## src/lcx_pkg.sv

```systemverilog
package lcx_pkg;

	// ----------------------------------------
	// Register bus map
	// ----------------------------------------
	localparam logic [7:0]  REG_CTRL       = 8'h00;
	localparam logic [7:0]  REG_STATUS     = 8'h04;
	localparam logic [15:0] OSC_DIV_INIT   = 16'h029A;

	// ----------------------------------------
	// Memories and codes
	// ----------------------------------------
	localparam logic [6:0]  DD_LAST        = 7'h7F;
	localparam logic [7:0]  SPACE_CODE     = 8'h20;
	localparam logic [7:0]  CMD_CLEAR      = 8'h01;
	localparam logic [3:0]  FRAME_BITS     = 4'hA;
	localparam logic [1:0]  TGT_DD         = 2'h0;
	localparam logic [1:0]  TGT_CG         = 2'h1;
	localparam logic [1:0]  TGT_SEG        = 2'h2;

	// ----------------------------------------
	// Timing, in ticks of the emulated oscillator
	// ----------------------------------------
	localparam int          OSC_REF_KHZ    = 150;
	localparam int          BLINK_MS       = 384;
	localparam int          BLINK_OSC      = BLINK_MS * OSC_REF_KHZ;
	localparam int          EXEC_US        = 40;
	localparam int          EXEC_OSC       =
		(EXEC_US * OSC_REF_KHZ + 999) / 1000;
	localparam int          FRAME_OSC5     = 1200;

	typedef enum logic [2:0] {
		ST_IDLE = 3'b001,
		ST_FILL = 3'b010,
		ST_WAIT = 3'b100
	} lcx_state_t;

endpackage

```

## src/lcx_instr_exec.sv

```systemverilog
// What this block does
// - Clear fills text memory with 20h, zeroes pointer and shift, sets increment.
// - Return home zeroes pointer and display shift, text memory untouched.
// - Each data read or write steps the pointer up or down by one.
// - Shift-on-write moves display left on increment, right on decrement.
// - No shift on reads, glyph or icon access, or with shift-on-write off.
// - Display-on bit blanks or shows panel; memory contents kept.
// - Cursor bit draws five dots on line eight at the pointer.
// - Blink alternates blank and pattern every 384 ms at 150 kHz.
// - Display, cursor and blink bits written only with extended page off.
// - Width, mirror and invert bits written only with extended page on.
// - Six-wide cells; user glyph bits 5..0, ROM glyphs with blank right column.
// - Six-wide font runs frames at five sixths of five-wide rate.
// - Mirror reverses every glyph left to right, cell positions kept.
// - Invert toggles the cursor cell every 384 ms, ignoring cursor and blink.
// - While busy, only the busy and pointer read is accepted.
// - Select, direction and eight data bits form each instruction.
// - ROM address is code, a zero, then the line number.
// - Only ROM data bits 4..0 are used.
// - Codes with upper nibble zero take user glyph memory.
// - Extended page gates segment address and extension registers.
//
// The address map and the Wishbone interface to the registers were left to the implementer.
`timescale 1ns/10ps
`default_nettype none

module lcx_instr_exec #(
	parameter int BLINK_OSC  = lcx_pkg::BLINK_OSC,
	parameter int FRAME_OSC5 = lcx_pkg::FRAME_OSC5,
	parameter int EXEC_OSC   = lcx_pkg::EXEC_OSC
) (
	input  wire logic        REF_CLK,
	input  wire logic        RESETN,
	input  wire logic        SCLK,
	input  wire logic        CSN,
	input  wire logic        SDI,
	output logic             SDO,
	output logic             SDO_OE,
	input  wire logic        WB_CYC,
	input  wire logic        WB_STB,
	input  wire logic        WB_WE,
	input  wire logic [7:0]  WB_ADR,
	input  wire logic [3:0]  WB_SEL,
	input  wire logic [31:0] WB_DAT_I,
	output logic      [31:0] WB_DAT_O,
	output logic             WB_ACK,
	input  wire logic [6:0]  PIX_POS,
	input  wire logic [2:0]  PIX_LINE,
	input  wire logic        PIX_SEG,
	output logic      [5:0]  PIX_ROW,
	output logic      [11:0] GLYPH_ROM_ADDR,
	input  wire logic [7:0]  GLYPH_ROM_DATA,
	output logic      [6:0]  DISP_SHIFT,
	output logic             FONT_SIX_WIDE,
	output logic             FRAME_TICK
);

	// ----------------------------------------
	// Helpers
	// ----------------------------------------
	function automatic logic [5:0] rev_bits(input logic [5:0] v,
		input logic six);
		logic [5:0] r;
		r = 6'h00;
		for (int i = 0; i < 6; i++) begin
			r[i] = v[5 - i];
		end
		return six ? r : {1'b0, r[5:1]};
	endfunction

	function automatic logic [5:0] width_mask(input logic six);
		return six ? 6'h3F : 6'h1F;
	endfunction

	// ----------------------------------------
	// State
	// ----------------------------------------
	lcx_pkg::lcx_state_t state;
	logic [7:0]  dd [0:127];
	logic [7:0]  cg [0:63];
	logic [7:0]  seg [0:15];
	logic [6:0]  ac;
	logic [6:0]  next_ac;
	logic [1:0]  target;
	logic [6:0]  fill_idx;
	logic [6:0]  disp_shift;
	logic        inc;
	logic        sow;
	logic        disp_on;
	logic        cursor_on;
	logic        blink_on;
	logic        ext;
	logic        fw;
	logic        fr;
	logic        bw;
	logic        busy;
	logic [15:0] osc_div;
	logic [15:0] osc_cnt;
	logic        osc_tick;
	logic [7:0]  wait_cnt;
	logic [19:0] blink_cnt;
	logic        blink_phase;
	logic [19:0] frame_cnt;
	logic [19:0] frame_len;

	assign busy          = (state != lcx_pkg::ST_IDLE);
	assign DISP_SHIFT    = disp_shift;
	assign FONT_SIX_WIDE = fw;

	// ----------------------------------------
	// Serial link input filtering
	// ----------------------------------------
	logic [2:0] sclk_s;
	logic [2:0] csn_s;
	logic [2:0] sdi_s;
	logic       sclk_f;
	logic       csn_f;
	logic       sdi_f;
	logic       sdi_now;
	logic       sclk_rise;
	logic       sclk_fall;

	always_ff @(posedge REF_CLK or negedge RESETN) begin
		if (!RESETN) begin
			sclk_s <= 3'h0;
			csn_s  <= 3'h7;
			sdi_s  <= 3'h0;
			sclk_f <= 1'b0;
			csn_f  <= 1'b1;
			sdi_f  <= 1'b0;
		end else begin
			sclk_s <= {sclk_s[1:0], SCLK};
			csn_s  <= {csn_s[1:0], CSN};
			sdi_s  <= {sdi_s[1:0], SDI};
			if (sclk_s[1] == sclk_s[2])
				sclk_f <= sclk_s[2];
			if (csn_s[1] == csn_s[2])
				csn_f <= csn_s[2];
			if (sdi_s[1] == sdi_s[2])
				sdi_f <= sdi_s[2];
		end
	end

	assign sdi_now   = (sdi_s[1] == sdi_s[2]) ? sdi_s[2] : sdi_f;
	assign sclk_rise = (sclk_s[1] == sclk_s[2]) && sclk_s[2] && !sclk_f;
	assign sclk_fall = (sclk_s[1] == sclk_s[2]) && !sclk_s[2] && sclk_f;

	// ----------------------------------------
	// Frame assembly and read-back
	// ----------------------------------------
	logic [3:0] bit_cnt;
	logic [9:0] shreg;
	logic       frame_done;
	logic       rd_mode;
	logic [7:0] rd_sh;
	logic [7:0] mem_byte;
	logic       f_rs;
	logic       f_rw;
	logic [7:0] f_dat;

	always_comb begin
		mem_byte = dd[ac];
		if (target == lcx_pkg::TGT_CG)
			mem_byte = cg[ac[5:0]];
		else if (target == lcx_pkg::TGT_SEG)
			mem_byte = seg[ac[3:0]];
	end

	always_ff @(posedge REF_CLK or negedge RESETN) begin
		if (!RESETN) begin
			bit_cnt    <= 4'h0;
			shreg      <= 10'h000;
			frame_done <= 1'b0;
			rd_mode    <= 1'b0;
			rd_sh      <= 8'h00;
		end else begin
			frame_done <= 1'b0;
			if (csn_f) begin
				bit_cnt <= 4'h0;
				rd_mode <= 1'b0;
			end else if (sclk_rise && bit_cnt != lcx_pkg::FRAME_BITS) begin
				shreg   <= {shreg[8:0], sdi_now};
				bit_cnt <= bit_cnt + 4'h1;
				if (bit_cnt == lcx_pkg::FRAME_BITS - 4'h1)
					frame_done <= 1'b1;
				if (bit_cnt == 4'h1) begin
					rd_mode <= sdi_now;
					rd_sh   <= shreg[0] ? mem_byte : {busy, ac};
				end
			end else if (sclk_fall && rd_mode && bit_cnt > 4'h2) begin
				rd_sh <= {rd_sh[6:0], 1'b0};
			end
		end
	end

	assign SDO    = rd_sh[7];
	assign SDO_OE = rd_mode && !csn_f;
	assign f_rs   = shreg[9];
	assign f_rw   = shreg[8];
	assign f_dat  = shreg[7:0];

	// ----------------------------------------
	// Command acceptance
	// ----------------------------------------
	logic cmd_ok;
	logic ins;
	logic wr_data;
	logic rd_data;
	logic is_clear;
	logic is_home;
	logic is_dctl;

	assign cmd_ok   = frame_done && !busy && !(!f_rs && f_rw);
	assign ins      = cmd_ok && !f_rs && !f_rw;
	assign wr_data  = cmd_ok && f_rs && !f_rw;
	assign rd_data  = cmd_ok && f_rs && f_rw;
	assign is_clear = ins && f_dat == lcx_pkg::CMD_CLEAR;
	assign is_home  = ins && f_dat[7:1] == 7'h01;
	assign is_dctl  = ins && f_dat[7:3] == 5'h01;

	always_comb begin
		next_ac = inc ? ac + 7'h01 : ac - 7'h01;
		if (target == lcx_pkg::TGT_CG)
			next_ac[6] = 1'b0;
		else if (target == lcx_pkg::TGT_SEG)
			next_ac[6:4] = 3'h0;
	end

	// ----------------------------------------
	// Instruction execution
	// ----------------------------------------
	always_ff @(posedge REF_CLK or negedge RESETN) begin
		if (!RESETN) begin
			state      <= lcx_pkg::ST_IDLE;
			ac         <= 7'h00;
			target     <= lcx_pkg::TGT_DD;
			fill_idx   <= 7'h00;
			disp_shift <= 7'h00;
			inc        <= 1'b1;
			sow        <= 1'b0;
			disp_on    <= 1'b0;
			cursor_on  <= 1'b0;
			blink_on   <= 1'b0;
			ext        <= 1'b0;
			fw         <= 1'b0;
			fr         <= 1'b0;
			bw         <= 1'b0;
			wait_cnt   <= 8'h00;
		end else begin
			unique case (state)
			lcx_pkg::ST_FILL: begin
				fill_idx <= fill_idx + 7'h01;
				if (fill_idx == lcx_pkg::DD_LAST)
					state <= lcx_pkg::ST_WAIT;
			end
			lcx_pkg::ST_WAIT: begin
				if (osc_tick) begin
					wait_cnt <= wait_cnt - 8'h01;
					if (wait_cnt == 8'h01)
						state <= lcx_pkg::ST_IDLE;
				end
			end
			lcx_pkg::ST_IDLE: begin
				if (cmd_ok) begin
					state    <= lcx_pkg::ST_WAIT;
					wait_cnt <= 8'(EXEC_OSC);
				end
				if (wr_data || rd_data)
					ac <= next_ac;
				if (wr_data && sow && target == lcx_pkg::TGT_DD)
					disp_shift <= inc ? disp_shift + 7'h01 :
						disp_shift - 7'h01;
				if (is_clear) begin
					state      <= lcx_pkg::ST_FILL;
					fill_idx   <= 7'h00;
					ac         <= 7'h00;
					target     <= lcx_pkg::TGT_DD;
					disp_shift <= 7'h00;
					inc        <= 1'b1;
				end else if (is_home) begin
					ac         <= 7'h00;
					target     <= lcx_pkg::TGT_DD;
					disp_shift <= 7'h00;
				end else if (ins && f_dat[7:2] == 6'h01) begin
					inc <= f_dat[1];
					sow <= f_dat[0];
				end else if (is_dctl && !ext) begin
					disp_on   <= f_dat[2];
					cursor_on <= f_dat[1];
					blink_on  <= f_dat[0];
				end else if (is_dctl && ext) begin
					fw <= f_dat[2];
					fr <= f_dat[1];
					bw <= f_dat[0];
				end else if (ins && f_dat[7:5] == 3'h1) begin
					ext <= f_dat[2];
				end else if (ins && f_dat[7:6] == 2'h1) begin
					if (!ext) begin
						ac     <= {1'b0, f_dat[5:0]};
						target <= lcx_pkg::TGT_CG;
					end else if (f_dat[5:4] == 2'h0) begin
						ac     <= {3'h0, f_dat[3:0]};
						target <= lcx_pkg::TGT_SEG;
					end
				end else if (ins && f_dat[7] && !ext) begin
					ac     <= f_dat[6:0];
					target <= lcx_pkg::TGT_DD;
				end
			end
			default: state <= lcx_pkg::ST_IDLE;
			endcase
		end
	end

	// Memories have no reset: clear instruction is the only fill
	always_ff @(posedge REF_CLK) begin
		if (state == lcx_pkg::ST_FILL)
			dd[fill_idx] <= lcx_pkg::SPACE_CODE;
		else if (wr_data && target == lcx_pkg::TGT_DD)
			dd[ac] <= f_dat;
		if (wr_data && target == lcx_pkg::TGT_CG)
			cg[ac[5:0]] <= f_dat;
		if (wr_data && target == lcx_pkg::TGT_SEG)
			seg[ac[3:0]] <= f_dat;
	end

	// ----------------------------------------
	// Oscillator emulation, blink and frame
	// ----------------------------------------
	always_ff @(posedge REF_CLK or negedge RESETN) begin
		if (!RESETN) begin
			osc_cnt  <= 16'h0000;
			osc_tick <= 1'b0;
		end else begin
			osc_tick <= (osc_cnt == 16'h0000);
			if (osc_cnt == 16'h0000)
				osc_cnt <= (osc_div == 16'h0000) ? 16'h0000 :
					osc_div - 16'h0001;
			else
				osc_cnt <= osc_cnt - 16'h0001;
		end
	end

	// Blink period in oscillator ticks, so it scales with osc_div
	always_ff @(posedge REF_CLK or negedge RESETN) begin
		if (!RESETN) begin
			blink_cnt   <= 20'h00000;
			blink_phase <= 1'b0;
		end else if (osc_tick) begin
			if (blink_cnt == 20'(BLINK_OSC - 1)) begin
				blink_cnt   <= 20'h00000;
				blink_phase <= !blink_phase;
			end else begin
				blink_cnt <= blink_cnt + 20'h00001;
			end
		end
	end

	assign frame_len = fw ? 20'(FRAME_OSC5 * 6 / 5) : 20'(FRAME_OSC5);

	always_ff @(posedge REF_CLK or negedge RESETN) begin
		if (!RESETN) begin
			frame_cnt  <= 20'h00000;
			FRAME_TICK <= 1'b0;
		end else begin
			FRAME_TICK <= 1'b0;
			if (osc_tick) begin
				if (frame_cnt >= frame_len - 20'h00001) begin
					frame_cnt  <= 20'h00000;
					FRAME_TICK <= 1'b1;
				end else begin
					frame_cnt <= frame_cnt + 20'h00001;
				end
			end
		end
	end

	// ----------------------------------------
	// Pixel row pipeline
	// ----------------------------------------
	logic [7:0] p1_code;
	logic [7:0] p1_user;
	logic [7:0] p1_seg;
	logic [2:0] p1_line;
	logic       p1_is_seg;
	logic       p1_at;
	logic [5:0] raw;
	logic [5:0] row;

	always_ff @(posedge REF_CLK or negedge RESETN) begin
		if (!RESETN) begin
			p1_code        <= 8'h00;
			p1_user        <= 8'h00;
			p1_seg         <= 8'h00;
			p1_line        <= 3'h0;
			p1_is_seg      <= 1'b0;
			p1_at          <= 1'b0;
			GLYPH_ROM_ADDR <= 12'h000;
		end else begin
			p1_code        <= dd[PIX_POS];
			p1_user        <= cg[{dd[PIX_POS][2:0], PIX_LINE}];
			p1_seg         <= seg[PIX_POS[3:0]];
			p1_line        <= PIX_LINE;
			p1_is_seg      <= PIX_SEG;
			p1_at          <= (PIX_POS == ac) && !PIX_SEG;
			GLYPH_ROM_ADDR <= {dd[PIX_POS], 1'b0, PIX_LINE};
		end
	end

	always_comb begin
		if (p1_is_seg)
			raw = p1_seg[5:0];
		else if (p1_code[7:4] == 4'h0)
			raw = p1_user[5:0];
		else if (fw)
			raw = {GLYPH_ROM_DATA[4:0], 1'b0};
		else
			raw = {1'b0, GLYPH_ROM_DATA[4:0]};
		raw = raw & width_mask(fw);
		row = fr ? rev_bits(raw, fw) : raw;
		if (cursor_on && !bw && p1_at && p1_line == 3'h7)
			row = row | (fw ? 6'h3E : 6'h1F);
		if (blink_on && !bw && p1_at && blink_phase)
			row = 6'h00;
		if (bw && p1_at && blink_phase)
			row = ~row & width_mask(fw);
		if (!disp_on)
			row = 6'h00;
	end

	always_ff @(posedge REF_CLK or negedge RESETN) begin
		if (!RESETN)
			PIX_ROW <= 6'h00;
		else
			PIX_ROW <= row;
	end

	// ----------------------------------------
	// Wishbone slave
	// ----------------------------------------
	logic wb_req;
	logic wb_commit;

	assign wb_req    = WB_CYC && WB_STB && !WB_ACK;
	// Write lands on the edge where the master sees ack
	assign wb_commit = WB_CYC && WB_STB && WB_ACK && WB_WE;

	always_ff @(posedge REF_CLK or negedge RESETN) begin
		if (!RESETN) begin
			WB_ACK   <= 1'b0;
			WB_DAT_O <= 32'h00000000;
			osc_div  <= lcx_pkg::OSC_DIV_INIT;
		end else begin
			WB_ACK <= wb_req;
			if (wb_commit && WB_ADR == lcx_pkg::REG_CTRL) begin
				if (WB_SEL[0])
					osc_div[7:0] <= WB_DAT_I[7:0];
				if (WB_SEL[1])
					osc_div[15:8] <= WB_DAT_I[15:8];
			end
			if (wb_req && !WB_WE) begin
				if (WB_ADR == lcx_pkg::REG_CTRL)
					WB_DAT_O <= {16'h0000, osc_div};
				else if (WB_ADR == lcx_pkg::REG_STATUS)
					WB_DAT_O <= {5'h00, disp_shift, blink_phase,
						busy, sow, inc, ext, bw, fr, fw, blink_on,
						cursor_on, disp_on, target, ac};
				else
					WB_DAT_O <= 32'h00000000;
			end
		end
	end
endmodule

`default_nettype wire

```

## config.mk

```make
export PLATFORM = sky130hd
export DESIGN_NAME = lcx_instr_exec
export DESIGN_NICKNAME = d
export VERILOG_FILES = /design/src/lcx_pkg.sv /design/src/lcx_instr_exec.sv
export SDC_FILE = /design/constraint.sdc
export NUM_CORES = 2
export LEC_CHECK = 0
export BUFFER_PORTS_ARGS = -buffer_cell sky130_fd_sc_hd__buf_2
export CELL_PAD_IN_SITES_DETAIL_PLACEMENT = 1
export CELL_PAD_IN_SITES_GLOBAL_PLACEMENT = 1
export CORE_MARGIN = 4
export CORE_UTILIZATION = 45
export CTS_BUF_LIST = sky130_fd_sc_hd__clkbuf_8
export CTS_CLUSTER_DIAMETER = 150
export DETAILED_ROUTE_END_ITERATION = 10
export GPL_ROUTABILITY_DRIVEN = 1
export GPL_TIMING_DRIVEN = 0
export PLACE_DENSITY_LB_ADDON = 0.1
export SYNTH_ARGS = -nofsm -noshare
export SYNTH_HDL_FRONTEND = slang
export SYNTH_SLANG_ARGS = --single-unit
```

## constraint.sdc

```tcl
create_clock -name REF_CLK -period 8.8 [get_ports REF_CLK]
set_input_delay 0.88 -clock REF_CLK [delete_from_list [all_inputs] [get_ports REF_CLK]]
set_output_delay 0.88 -clock REF_CLK [all_outputs]
set_load 0.01 [all_outputs]
```

==> impl_metrics.yaml <==
outcome:
  status: "finished, violations left"
  violations: "capacitance limit, slew limit"
placed_design:
  place_area_um2: 91600
  place_congestion: 0.968
  dpl_worst_slack_ns: 1.40
  portBuffers: 101
  dpl.hpwl_mm: 250
layout:
  final_area_um2: 97900
  drive_above_1_share_pct: 33.2
  multi_input_area_um2: 30200
  final_nets: 5194
  regArea_um2: 55300
  area_delta_synth_final_pct: 12.6
  fillCellCount: 17500
floorplan:
  die-area_um2: 200000
  start_util_pct: 45.2
  die_height_um: 448
  pin_count: 133
  rows: 161
  coreArea_um2: 192000
  dieWidth_um: 448
clock_network:
  cts_max_level: 5
  cts_sinks: 1877
  clk_pin_slew_worst_paths_ns: 0.06
  ctsLongestPathBuffers: 4
  cts_tree: "done"
  clock_latency_ns: 1.11
  cts_setup_buffers: 0
  cts_resized: 0
  cts_made_buffers: 339
  clockRootBuffer: "clkbuf_8"
  postCtsHoldBufs: 18
synthesis:
  synthAdderAreaFrac_pct: 0.443
  ys.flop_type: "edfxtp_1"
  yosysTopAreaCell: "edfxtp_1"
  ys_warn_count: 0
  synth_top_area_share_pct: 57.5
  synthArstFlopShare_pct: 11.3
  synth_edf_count: 1664
  postSynthCellCount: 4590
  syn_area_per_cell_um2: 18.9
  synth-compound-area-share_pct: 2.47
  synthTopCellsByArea: "edfxtp_1 (57%), mux4_2 (24%), dfrtp_1 (5.8%), mux2i_1 (1.6%), nor2_1 (1.5%)"
  synth_seq_area_share_pct: 63.6
  synth-simple-area-share_pct: 4.16
  synthXorXnorAreaFrac_pct: 0.786
  ys_types: 69
  synth_top_family_by_area: "multiplexers"
  synthMuxAreaShare_pct: 26.7
  yosys_register_bits: 1877
  synth_most_common_cell: "edfxtp_1"
  netlist_area_um2: 87000
  yosys-top-cells-count: "edfxtp_1 (1,664), mux4_2 (945), nor2_1 (342)"
power:
  powerDensity_nw_per_um2: 195
  cellLeakagePower_nw: 32.0
  ir_worst_vdd_mv: 0.180
detailed_routing:
  ant_nets: 0
  routed_wl_mm: 360
  num_vias: 54500
  top_layer: "met5"
  first_pass_iters: 6
  drc: 0
  wl_met3_mm: 40.1
  vias_per_cell: 6.92
  wire_per_inst_um: 45.7
  drt-met1-wl_mm: 128
  routed-wl-met2_mm: 163
  first_iter_violations: 7775
timing:
  final_hold_viol_count: 0
  finalClockSkew_ns: 0.0632
  fin_ws_ns: 0.849
  max_slew_margin_pct: -10.7
  tightest_slew_ns: 1.66
  final.setup.tns_ns: 0
  finalSetupViolations: 0
  fin_crit_ns: 7.95
  period_share_pct: 90.4
  rsz0062_at_grt: "false"
  slew_viol_final: 137
  fmax_mhz: 126
global_routing:
  grt_max_degree: 112
  grt_use_total_pct: 36.0
  grt_pass1_vias: 55100
  antenna_found_initial: 21
  grt_pass1_wl_mm: 481
  grt-ovfl-total: 0
setup_path:
  crit_required_ns: 9.47
  worstPathArrival_ns: 8.62
  crit_fanout: 10
  critPathKind: "reg2reg"
  worstSetupStartpointType: "flop"
  endpoint_kind: "flop"
flow_run:
  cap_violations: 16
worst_hold_path:
  hold_path.class: "in2reg"
-- worst max-delay path, cell delays in order, from the launching register on --
cell,delay [ns]
dfrtp_1,0.82
buf_1,1.11
buf_1,1.00
clkbuf_2,0.77
buf_1,0.79
nand3_1,0.24
o21ai_0,0.24
nand2_1,0.41
clkbuf_1,0.72
nor2_1,1.38
-- cells in the final DEF, fill, tap and decap left out, drive strengths merged, types with 52 or more instances in the layout --
master,n
edfxtp,1664
mux4,945
clkbuf,527
nor2,342
buf,291
dfrtp,202
nand2,177
inv,146
mux2i,139
clkinv,100
o21ai,88
nand3,52
-- metrics by stage --
step | util (%) | hold WS [ns] | power [W] | cells
6_report | 50.9 | 0.0771 | 0.0191 | 7877
5_1_grt | 50.9 | 0.0566 | 0.0197 | 7866
4_1_cts | 50.9 | 0.00748 | 0.0192 | 7859
3_5_place_dp | 47.6 | 0.337 | 0.0115 | 7257
3_3_place_gp | 47.1 | 0.333 | 0.0115 | 7222
2_1_floorplan | - | 0.331 | 0.0109 | 4595
-- sequential cells by signal, summed over array words and instances (netlist names), 4 cells and up --
| register | count |
|---|---|
| wait_cnt | 8 |
| dd | 1024 |
| frame_cnt | 20 |
| p1_seg | 6 |
| PIX_ROW | 6 |
| seg | 128 |
| WB_DAT_O | 27 |
| osc_cnt | 16 |
| rd_sh | 8 |
| shreg | 10 |
| bit_cnt | 4 |
| cg | 512 |
| fill_idx | 7 |
| p1_code | 7 |
| DISP_SHIFT | 7 |
| blink_cnt | 20 |
| ac | 7 |
| osc_div | 16 |
| p1_user | 6 |
-- metal layers --
metal	vias to the layer above	global-route usage (%)
met1	29400	45.2
met3	1039	11.0
met2	3755	54.6
li1	20300	-
met4	8	23.3
met5	-	0
-- cells by family after synthesis --
logic type      after synthesis
flops                      1877
fa+ha+maj                    30
other cells                   1
compound gates              320
simple gates                795
buf+inv                     357
xor+xnor                     78
mux                        1132
-- layout make-up --
cell class | count | share of cell area [%]
Sequential cell | 1877 | 56.5
Multi-Input combinational cell | 2361 | 30.8
Clock buffer | 354 | 4.97
Tap cell | 2526 | 3.23
Buffer | 323 | 1.58
Timing Repair Buffer | 159 | 1.51
Clock inverter | 230 | 1.24
Inverter | 34 | 0.130
Antenna cell | 13 | 0.0332
-- where the power goes --
group	internal (W)	leakage, nW	total [W]	switching [W]
Sequential	0.0100	18.2	0.0104	0.000331
Clock	0.00400	3.54	0.00780	0.00380
Combinational	0.000320	10.2	0.000958	0.000638
-- worst paths after layout --
check | startpoint | end | slack [ns] | cells past startpoint
worst min register to register | sclk_s[0]$_DFF_PN0_ | sclk_s[1]$_DFF_PN0_ | 0.35 | 0
worst max register to register | ac[2]$_DFFE_PN0N_ | dd[30][3]$_DFFE_PP_ | 0.85 | 9
min in group asynchronous | RESETN | p1_code[1]$_DFF_PN0_ | 0.23 | 2
worst min-delay path | WB_DAT_I[0] | osc_div[0]$_DFFE_PN0P_ | 0.08 | 2
worst max-delay path | ac[2]$_DFFE_PN0N_ | dd[30][3]$_DFFE_PP_ | 0.85 | 9
max in group asynchronous | RESETN | shreg[3]$_DFFE_PN0P_ | 7.21 | 4
(Power assumes the default switching activity.)
